==> config.mk <==
export PLATFORM = sky130hd
export DESIGN_NAME = osw_osc_ctrl
export DESIGN_NICKNAME = d
export VERILOG_FILES = /design/src/osw_pkg.sv /design/src/osw_osc_ctrl.sv /design/src/osw_switcher.sv
export SDC_FILE = /design/constraint.sdc
export NUM_CORES = 1
export LEC_CHECK = 0
export BUFFER_PORTS_ARGS = -buffer_cell sky130_fd_sc_hd__buf_2
export CORE_ASPECT_RATIO = 0.5
export CORE_UTILIZATION = 48
export CTS_BUF_LIST = sky130_fd_sc_hd__clkbuf_16
export CTS_CLUSTER_SIZE = 30
export DETAILED_ROUTE_END_ITERATION = 6
export PLACE_DENSITY = 0.78
export SYNTH_ARGS = -nofsm -noshare
export SYNTH_HDL_FRONTEND = slang
export SYNTH_SLANG_ARGS = --single-unit
==> constraint.sdc <==
create_clock -name ref_clk_i -period 1.8 [get_ports ref_clk_i]
set_clock_uncertainty 0.05 [all_clocks]
set_input_delay 0.18 -clock ref_clk_i [delete_from_list [all_inputs] [get_ports ref_clk_i]]
set_output_delay 0.18 -clock ref_clk_i [all_outputs]
set_load 0.02 [all_outputs]
==> src/osw_pkg.sv <==
// Constants and types of the oscillator switch and fail flag block
package osw_pkg;

    // ------------------------------------------------------------
    // Register bus
    // ------------------------------------------------------------
    localparam int ADDR_W = 4;
    localparam int DATA_W = 16;
    typedef logic [ADDR_W-1:0] osw_addr_t;
    typedef logic [DATA_W-1:0] osw_data_t;

    // Request from the register master
    typedef struct packed {
        osw_addr_t addr;
        osw_data_t wdata;
        logic wr;
        logic rd;
    } osw_bus_req_t;

    // ------------------------------------------------------------
    // Register offsets
    // ------------------------------------------------------------
    localparam osw_addr_t OFS_OSC_CTRL = 4'h0;
    localparam osw_addr_t OFS_UNLOCK = 4'h1;
    localparam osw_addr_t OFS_IRQ_STATUS = 4'h2;
    localparam osw_addr_t OFS_IRQ_MASK = 4'h3;

    // ------------------------------------------------------------
    // Field positions of oscillator_control
    // ------------------------------------------------------------
    localparam int BIT_SWITCH_REQ = 0;
    localparam int BIT_CLOCK_FAIL = 3;
    localparam int SRC_W = 3;
    localparam int NEW_SRC_LSB = 8;
    localparam int ACT_SRC_LSB = 12;

    // ------------------------------------------------------------
    // Oscillator source codes
    // ------------------------------------------------------------
    typedef logic [SRC_W-1:0] osw_src_t;
    localparam osw_src_t SRC_FAST_RC = 3'h0;
    localparam osw_src_t SRC_RC_PLL = 3'h1;
    localparam osw_src_t SRC_PRIMARY = 3'h2;
    localparam osw_src_t SRC_PRIMARY_PLL = 3'h3;
    localparam osw_src_t RST_SOURCE = SRC_FAST_RC;

    // ------------------------------------------------------------
    // Unlock keys, values arbitrary
    // ------------------------------------------------------------
    localparam osw_data_t KEY_FIRST = 16'h00a5;
    localparam osw_data_t KEY_SECOND = 16'h005a;

    // ------------------------------------------------------------
    // Interrupt events
    // ------------------------------------------------------------
    localparam int EV_W = 4;
    localparam int EV_CLOCK_FAIL = 0;
    localparam int EV_SWITCH_DONE = 1;
    localparam int EV_SWITCH_REFUSED = 2;
    localparam int EV_WRITE_REFUSED = 3;
    typedef logic [EV_W-1:0] osw_ev_t;
    localparam osw_ev_t RST_MASK = 4'h0;

    // ------------------------------------------------------------
    // Timing
    // ------------------------------------------------------------
    localparam int CLK_PERIOD_NS = 40;
    localparam int SWITCH_TIME_NS = 1000;
    localparam int SWITCH_RAW =
        (SWITCH_TIME_NS + CLK_PERIOD_NS - 1) / CLK_PERIOD_NS;
    localparam int SWITCH_CYCLES = (SWITCH_RAW < 1) ? 1 : SWITCH_RAW;
    localparam int CNT_W = 12;
    typedef logic [CNT_W-1:0] osw_cnt_t;

    // ------------------------------------------------------------
    // State types
    // ------------------------------------------------------------
    typedef enum logic [1:0] {UNL_IDLE, UNL_KEY1, UNL_OPEN} osw_unlock_t;
    typedef enum logic {SW_IDLE, SW_RUN} osw_phase_t;

    // Control state of the register side
    typedef struct packed {
        osw_unlock_t unlock;
        osw_src_t new_source;
        logic switch_req;
        logic clock_fail;
        logic start;
        osw_ev_t status;
        osw_ev_t mask;
        osw_data_t rd_data;
        logic irq;
        logic trap;
    } osw_ctrl_st_t;

    // State of the switch sequencer
    typedef struct packed {
        osw_phase_t phase;
        osw_cnt_t count;
        osw_src_t source;
        osw_src_t target;
        logic done;
        logic refused;
    } osw_sw_st_t;

endpackage : osw_pkg

==> src/osw_osc_ctrl.sv <==
// Oscillator control register with switch request and clock fail flag
//
// Contract
// - Monitor failure sets clock fail flag bit 3.
// - Writing switch request starts switch to new source.
// - Switch request reads 0 once switch finishes.
// - Control register writes need an unlock sequence.
// - No direct switch between the two PLL modes.
// - Software writing fail flag 1 acts as failure.
// - Bits 4, 2 and 1 read as zero.
`timescale 1ns/1ps
module osw_osc_ctrl #(
    parameter int SWITCH_CYCLES = osw_pkg::SWITCH_CYCLES,
    parameter osw_pkg::osw_src_t RESET_SOURCE = osw_pkg::RST_SOURCE
) (
    input wire logic ref_clk_i,
    input wire logic rstn_i,
    input wire osw_pkg::osw_bus_req_t bus_i,
    input wire logic fail_detect_i,
    output osw_pkg::osw_data_t rd_data_o,
    output logic irq_o,
    output logic osc_fail_trap_o,
    output osw_pkg::osw_src_t active_source_o
);
    import osw_pkg::*;

    // ------------------------------------------------------------
    // Declarations
    // ------------------------------------------------------------
    osw_ctrl_st_t st;
    osw_ctrl_st_t next_st;

    // Sequencer answers
    osw_src_t act_source;
    logic sw_done;
    logic sw_refused;

    // Decoded bus access
    logic wr_osc;
    logic wr_unlock;
    logic wr_mask;
    logic osc_wr_ok;
    logic osc_wr_bad;
    logic sw_fail_write;
    logic status_clear;

    // Events of this cycle
    osw_ev_t ev;

    // ------------------------------------------------------------
    // Switch sequencer
    // ------------------------------------------------------------
    // Kept apart so the hop check sits beside the live source
    osw_switcher #(
        .SWITCH_CYCLES(SWITCH_CYCLES),
        .RESET_SOURCE(RESET_SOURCE)
    ) u_switcher (
        .ref_clk_i(ref_clk_i),
        .rstn_i(rstn_i),
        .start_i(st.start),
        .target_i(st.new_source),
        .source_o(act_source),
        .done_o(sw_done),
        .refused_o(sw_refused)
    );

    // ------------------------------------------------------------
    // Read view
    // ------------------------------------------------------------
    // Control word as software sees it
    function automatic osw_data_t osc_view(input osw_ctrl_st_t s,
                                           input osw_src_t act);
        osw_data_t v;
        v = '0;
        v[ACT_SRC_LSB +: SRC_W] = act;
        v[NEW_SRC_LSB +: SRC_W] = s.new_source;
        v[BIT_CLOCK_FAIL] = s.clock_fail;
        v[BIT_SWITCH_REQ] = s.switch_req;
        osc_view = v;
    endfunction : osc_view

    // ------------------------------------------------------------
    // Address decode
    // ------------------------------------------------------------
    // Write strobes per register, plus the status read-clear strobe
    always_comb begin
        wr_osc = bus_i.wr && (bus_i.addr == OFS_OSC_CTRL);
        wr_unlock = bus_i.wr && (bus_i.addr == OFS_UNLOCK);
        wr_mask = bus_i.wr && (bus_i.addr == OFS_IRQ_MASK);
        osc_wr_ok = wr_osc && (st.unlock == UNL_OPEN);
        osc_wr_bad = wr_osc && (st.unlock != UNL_OPEN);
        sw_fail_write = osc_wr_ok && bus_i.wdata[BIT_CLOCK_FAIL];
        status_clear = bus_i.rd && (bus_i.addr == OFS_IRQ_STATUS);
    end

    // ------------------------------------------------------------
    // Event collection
    // ------------------------------------------------------------
    // One bit per event, pulse wide
    always_comb begin
        ev = '0;
        ev[EV_CLOCK_FAIL] = fail_detect_i || sw_fail_write;
        ev[EV_SWITCH_DONE] = sw_done;
        ev[EV_SWITCH_REFUSED] = sw_refused;
        ev[EV_WRITE_REFUSED] = osc_wr_bad;
    end

    // ------------------------------------------------------------
    // Next state
    // ------------------------------------------------------------
    // Whole control state in one pass
    always_comb begin
        next_st = st;
        next_st.start = 1'b0;
        next_st.trap = 1'b0;
        next_st.rd_data = '0;

        // Unlock walk; any other write closes it again
        if (bus_i.wr) begin
            unique case (st.unlock)
                UNL_IDLE: begin
                    if (wr_unlock && bus_i.wdata == KEY_FIRST) begin
                        next_st.unlock = UNL_KEY1;
                    end
                end
                UNL_KEY1: begin
                    if (wr_unlock && bus_i.wdata == KEY_SECOND) begin
                        next_st.unlock = UNL_OPEN;
                    end else begin
                        next_st.unlock = UNL_IDLE;
                    end
                end
                UNL_OPEN: begin
                    next_st.unlock = UNL_IDLE;
                end
            endcase
        end

        // Accepted control write; source frozen while switching
        if (osc_wr_ok) begin
            if (!st.switch_req) begin
                next_st.new_source =
                    bus_i.wdata[NEW_SRC_LSB +: SRC_W];
            end
            if (bus_i.wdata[BIT_SWITCH_REQ] && !st.switch_req) begin
                next_st.switch_req = 1'b1;
                next_st.start = 1'b1;
            end
            // Software owns the clear of the flag
            next_st.clock_fail = bus_i.wdata[BIT_CLOCK_FAIL];
        end

        // Software set behaves as a real failure
        if (sw_fail_write) begin
            next_st.trap = 1'b1;
        end

        // Monitor failure wins over a same cycle clear
        if (fail_detect_i) begin
            next_st.clock_fail = 1'b1;
            next_st.trap = 1'b1;
        end

        // Request drops when the sequencer ends, either way
        if (sw_done || sw_refused) begin
            next_st.switch_req = 1'b0;
        end

        // Mask needs no unlock
        if (wr_mask) begin
            next_st.mask = bus_i.wdata[EV_W-1:0];
        end

        // Read data, valid only in the following cycle
        if (bus_i.rd) begin
            unique case (bus_i.addr)
                OFS_OSC_CTRL: begin
                    next_st.rd_data = osc_view(st, act_source);
                end
                OFS_IRQ_STATUS: begin
                    next_st.rd_data[EV_W-1:0] = st.status;
                end
                OFS_IRQ_MASK: begin
                    next_st.rd_data[EV_W-1:0] = st.mask;
                end
                default: begin
                    next_st.rd_data = '0; // Unmapped and unlock read 0
                end
            endcase
        end

        // Read clears, a new event in the same cycle survives
        next_st.status = (status_clear ? '0 : st.status) | ev;

        // Level interrupt follows the registered status
        next_st.irq = |(next_st.status & next_st.mask);
    end

    // ------------------------------------------------------------
    // State register
    // ------------------------------------------------------------
    // Synchronous reset to constants only
    always_ff @(posedge ref_clk_i) begin
        if (!rstn_i) begin
            st <= '{unlock: UNL_IDLE, new_source: RESET_SOURCE,
                    switch_req: 1'b0, clock_fail: 1'b0,
                    start: 1'b0, status: '0, mask: RST_MASK,
                    rd_data: '0, irq: 1'b0, trap: 1'b0};
        end else begin
            st <= next_st;
        end
    end

    // ------------------------------------------------------------
    // Outputs
    // ------------------------------------------------------------
    // All straight from flip-flops
    assign rd_data_o = st.rd_data;
    assign irq_o = st.irq;
    assign osc_fail_trap_o = st.trap;
    assign active_source_o = act_source;

endmodule : osw_osc_ctrl

==> src/osw_switcher.sv <==
// Oscillator switch sequencer with forbidden path check
`timescale 1ns/1ps
module osw_switcher #(
    parameter int SWITCH_CYCLES = osw_pkg::SWITCH_CYCLES,
    parameter osw_pkg::osw_src_t RESET_SOURCE = osw_pkg::RST_SOURCE
) (
    input wire logic ref_clk_i,
    input wire logic rstn_i,
    input wire logic start_i,
    input wire osw_pkg::osw_src_t target_i,
    output osw_pkg::osw_src_t source_o,
    output logic done_o,
    output logic refused_o
);
    import osw_pkg::*;

    osw_sw_st_t st;
    osw_sw_st_t next_st;

    // ------------------------------------------------------------
    // Helpers
    // ------------------------------------------------------------
    // PLL to PLL hop has no safe direct path
    function automatic logic pll_hop(input osw_src_t a,
                                     input osw_src_t b);
        pll_hop = (a == SRC_PRIMARY_PLL && b == SRC_RC_PLL) ||
                  (a == SRC_RC_PLL && b == SRC_PRIMARY_PLL);
    endfunction : pll_hop

    // ------------------------------------------------------------
    // Sequencer
    // ------------------------------------------------------------
    // Next state of the sequencer
    always_comb begin
        next_st = st;
        next_st.done = 1'b0;
        next_st.refused = 1'b0;
        unique case (st.phase)
            SW_IDLE: begin
                if (start_i) begin
                    if (pll_hop(st.source, target_i)) begin
                        next_st.refused = 1'b1;
                    end else begin
                        next_st.target = target_i;
                        next_st.count = CNT_W'(SWITCH_CYCLES - 1);
                        next_st.phase = SW_RUN;
                    end
                end
            end
            SW_RUN: begin
                if (st.count == '0) begin
                    next_st.source = st.target;
                    next_st.done = 1'b1;
                    next_st.phase = SW_IDLE;
                end else begin
                    next_st.count = st.count - 1'b1;
                end
            end
        endcase
    end

    // State register
    always_ff @(posedge ref_clk_i) begin
        if (!rstn_i) begin
            st <= '{phase: SW_IDLE, count: '0, source: RESET_SOURCE,
                    target: RESET_SOURCE, done: 1'b0, refused: 1'b0};
        end else begin
            st <= next_st;
        end
    end

    assign source_o = st.source;
    assign done_o = st.done;
    assign refused_o = st.refused;

endmodule : osw_switcher
### After elaboration in Yosys (flattened, before gate mapping)

Index checks and enable logic that the tools add are counted.

* reductions and logical operators: 33
* add/sub/neg operators: 1
* bitwise logic cells: 7
* equal/unequal tests: 16
* mux-type cells: 18

Operators by type and width (count)
* $mux 13: 2
* $pmux 13 s2: 1
* $eq 16x7->1 const B: 1
* $eq 16x8->1 const B: 1
* $reduce_and 2->1: 7
* $logic_and 1x1->1: 12
* $logic_not 12->1: 1
* $mux 12: 1
* $pmux 4 s3: 1
* $sub 12x1->12 const B: 1
* $ne 2x2->1 const B: 5
* $reduce_and 3->1: 3
* $eq 4x2->1 const B: 2
* $mux 4: 2
* $mux 1: 7
* $eq 3x1->1 const B: 2
* $eq 3x2->1 const B: 2
* $mux 2: 3
* $pmux 2 s3: 1
* $not 1->1: 5
* $and 4x4->4: 1
* $eq 4x1->1 const B: 1
* $logic_not 4->1: 1
* $or 4x4->4: 1
* other kinds (9): 11

* logic and storage cells: 92
* output and inout bits: 21
* register bits after elaboration: 55

### Logic depth before layout (Yosys ltp)

* depth after elaboration: 8
* mapped depth: 8

### Hierarchy

From an unflattened synthesis, not the netlist that was laid out.

* cell total of the unflattened synthesis: 233
* area, all modules: 2283.4 µm²

Modules (own cells, without submodules)
* osw_osc_ctrl: cells each 132, area each 1278.7 µm², instances 1, sequential area each 560.5 µm²
* osw_switcher: cells each 101, area each 1004.7 µm², instances 1, sequential area each 420.4 µm²

### Worst setup path before layout

OpenSTA, ideal clock, no wires.

* kind: reg2reg
* from: register u_switcher.st[8] (netlist name)
* to: register u_switcher.st[14] (netlist name)
* period minus slack after synthesis: 1950 ps
* cell stages (with the launch flop): 9
* setup slack: -150 ps
* data arrival time: 1779 ps
* cell sequence: dfxtp_1 inv_1 ha_1 or4b_1 or3_1 buf_6 nand4_1 xor2_1 nor2_1

* cells in the longest elaborated chain, start to end: 3

RTL lines
* from (decl): line osw_switcher.sv:17 `osw_sw_st_t st;`
* from (signal assigned): line osw_switcher.sv:65 `st <= '{phase: SW_IDLE, count: '0, source: RESET_SOURCE,`
* from (signal assigned): line osw_switcher.sv:68 `st <= next_st;`
* $sub 12x1->12 / $logic_not 12->1 (equally long branches): line osw_switcher.sv:56, osw_switcher.sv:51
* $mux 12 / $ne 2x2->1 (equally long branches)
* $pmux 13 s2 / $reduce_and 3->1 (equally long branches)

Several ways; a longest one is shown, not always the timed one. The select of a mux whose other input is x is not followed.
A chain may end at the register's enable or synchronous reset.

### Worst setup path in the final report

* from: register u_switcher.st[8] (netlist name)
* to: register u_switcher.st[15] (netlist name)

Same word-level chain as after synthesis.

==> flow_summary.toml <==
[floorplanning]
core_area_um2 = 4140
die-area_um2 = 4870
rows = 16
die_h_um = 49.9
die_width_um = 97.7
start_util = 0.530
pin_count = 46

[placement]
hpwl_um = 3280
port_buffers = 39
placedInstanceArea_um2 = 2470
gp_congestion = 0.787
dp_slack_ns = -0.199

[timing]
fin_hold_ws_ns = 0.0846
fin_crit_sh = 1.07
finalHoldViolCount = 0
min_period_ns = 1.93
worst_slack_ns = -0.125
setup_viol = 11
fmax_mhz = 519
rsz0062_at_grt = "yes"
maxSlewViolCount = 0
final.setup.tns_ns = -0.820

[run]
drv_cap = 0

[global_route]
grt_max_degree = 16
first_global_vias = 1705
grt_pass1_wl_um = 7820
grt_usage = 0.209
antenna_found_initial = 0
grt_overflow = 0

[power_and_ir_drop]
p_int_uw = 1780
clockPowerShare = 0.467
ir_worst_vdd_v = 0.000394
power_density_nw_per_um2 = 835
seq_power_share = 0.485
pwr-share-comb = 0.048
p_sw_frac = 0.208
power.switching_uw = 468
p_leak_uw = 0.00123

[worst_setup_path]
critPathMaxStageDelay_ns = 0.48
rr_worst_depth = 7
critical-path-slowest-cell = "or4b_4"
critPathMaxFanout = 6
path_depth = 7
path_delay_family = "simple AND/OR/NAND/NOR gates"
r2r-end = "u_switcher.st[15]$_SDFFE_PN0P_"
setup.worst_path.end_class = "register"
ff2ff_setup_slack_ns = -0.13
path_class = "register to register"
critical_path_buf_inv_count = 1
crit_arrival_ns = 2.05
worstPathRequired_ns = 1.92
worstReg2RegStart = "u_switcher.st[8]$_SDFFE_PN0P_"
path_cells = "inv_2 -> ha_1 -> or4b_4 -> or3_4 -> nand4_1 -> xor2_1 -> nor2_1"
startpoint_type = "register"

[synth]
synth-warning-count = 0
synth_flop_cell = "dfxtp_1"
yosysUniqueCellTypes = 44
synth_area_leaders = "dfxtp_1 (45%), buf_4 (6.8%), mux2i_1 (6.4%), nor2_1 (6.3%), ha_1 (2.8%)"
ys_seq_area_frac = 0.446
yosysTopAreaCell = "dfxtp_1"
synth_edf_count = 0
syn_area_per_cell_um2 = 9.16
synth_top_area_share = 0.446
yosys_register_bits = 49
ys_async_sr_fraction = 0
synthCells = 240
synthesis.area_um2 = 2200

[cts]
cts_num_sinks = 49
cts_buffers = 5
clockRootBuffer = "clkbuf_16"
cts_hold_buf = 0
htreeDepth = 2
clockBufferDepth = 2
clk_pin_slew_ns = 0.06
clock_latency_ns = 0.29
cts_tree = "yes"

[final_layout]
drive_gt1_frac = 0.316
final_common_cell = "dfxtp_1"
final_cell_area_um2 = 2700
final_cell_mix = "dfxtp_1 (47), buf_2 (39), nor2_1 (36)"
nNetsFinal = 320
syn_to_final_growth_pct = 22.6
antennaDiodeCount = 0
final_util = 0.650

[worst_hold_path]
hold_depth = 3
hold_start = "bus_i[10]"
hold_path_end = "st[29]$_SDFFE_PN0P_"
hp-class = "primary input to register"

[detailed_routing]
wirelength_um = 4780
vias_per_cell = 5.33
drc = 3
num_vias = 1840
wl_per_cell_um = 13.9
ant_nets = 0
drtIter0Drc = 110
drt_pass1_iterations = 7

[run_status]
status = "finished, violations left"
violations = "DRC, setup timing"
## per-stage QoR
step	power, uW	cells
5_1_grt	2330	345
3_5_place_dp	1220	333
3_3_place_gp	1220	333
6_report	2250	345
4_1_cts	2260	343
2_1_floorplan	1180	245
## power groups by stage
stage / registers (uW) / clock network, uW / logic (uW)
after CTS: 1090 / 1060 / 107
after floorplan: 1120 / 0 / 63.9
after global routing: 1090 / 1120 / 117
final: 1090 / 1050 / 107
after global placement: 1120 / 0 / 105
after detailed placement: 1120 / 0 / 106
## worst reg2reg max path, delay by kind of cell (launching register included)
family	cells	cell delay [ns]
XOR/XNOR	1	0.14
adder cells (fa/ha/maj)	1	0.13
buffers and inverters	1	0.05
flip-flops	1	0.33
AND/OR/NAND/NOR	4	1.11
## sequential cells by signal, summed over array words and instances, names as in the netlist
register,cells
st,16
u_switcher.st,16
rd_data_o,10
u_switcher.source_o,3
irq_o,1
osc_fail_trap_o,1
u_switcher.done_o,1
u_switcher.refused_o,1
## cells in the mapped netlist, types with 2 or more instances
cell      number
a21oi_1       11
a22oi_1        2
and2_1         7
and3_1         2
buf_4         20
clkbuf_1       6
dfxtp_1       49
ha_1           5
inv_1          6
mux2_2         3
mux2i_1       14
nand2_1       15
nand3_1        5
nand4_1        8
nand4b_1       2
nor2_1        37
nor3_1         6
nor4_1         3
nor4bb_1       3
or3_1          4
or4b_1         2
xnor2_1        4
xor2_1         5
## cells by family after synthesis
group	share of synthesized area
xor+xnor	0.0359
simple gates	0.250
fa+ha+maj	0.0285
compound gates	0.0632
other cells	0.00171
flops	0.446
mux	0.0791
buf+inv	0.0956
## timing repair
| action | in CTS | in global routing |
|---|---|---|
| resized for setup | 6 | 3 |
| pin swaps | 2 | 0 |
| hold endpoints to repair | 0 | 0 |
| setup endpoints to repair | 15 | 18 |
| buffers inserted | 2 | 2 |
## cell type report
class,instances,area [um^2]
Fill cell,316,1450
Multi-Input combinational cell,162,1060
Sequential cell,49,983
Timing Repair Buffer,65,390
Clock buffer,5,125
Tap cell,54,67.6
Clock inverter,3,41.3
Inverter,7,26.3
## how the worst max path moves through the flow
stage	startpoint	endpoint	slack, ns
2_1_floorplan	u_switcher.st[8]$_SDFFE_PN0P_	u_switcher.source_o[2]$_SDFFE_PN0P_	-0.09
5_1_grt	u_switcher.st[8]$_SDFFE_PN0P_	u_switcher.st[18]$_SDFFE_PN0P_	-0.22
4_1_cts	u_switcher.st[8]$_SDFFE_PN0P_	u_switcher.st[15]$_SDFFE_PN0P_	-0.10
3_3_place_gp	u_switcher.st[9]$_SDFFE_PN0P_	u_switcher.st[13]$_SDFFE_PN0P_	-0.13
6_report	u_switcher.st[8]$_SDFFE_PN0P_	u_switcher.st[15]$_SDFFE_PN0P_	-0.13
3_5_place_dp	u_switcher.st[8]$_SDFFE_PN0P_	u_switcher.st[13]$_SDFFE_PN0P_	-0.20
## layer usage
metal  track usage  vias up  wire length (um)
li1              -      905                 -
met1         0.244      849              2070
met2         0.361       73              2270
met3        0.0681       13               314
met4        0.0859        0               125
met5             0        -                 0
(Power assumes the default switching activity.)
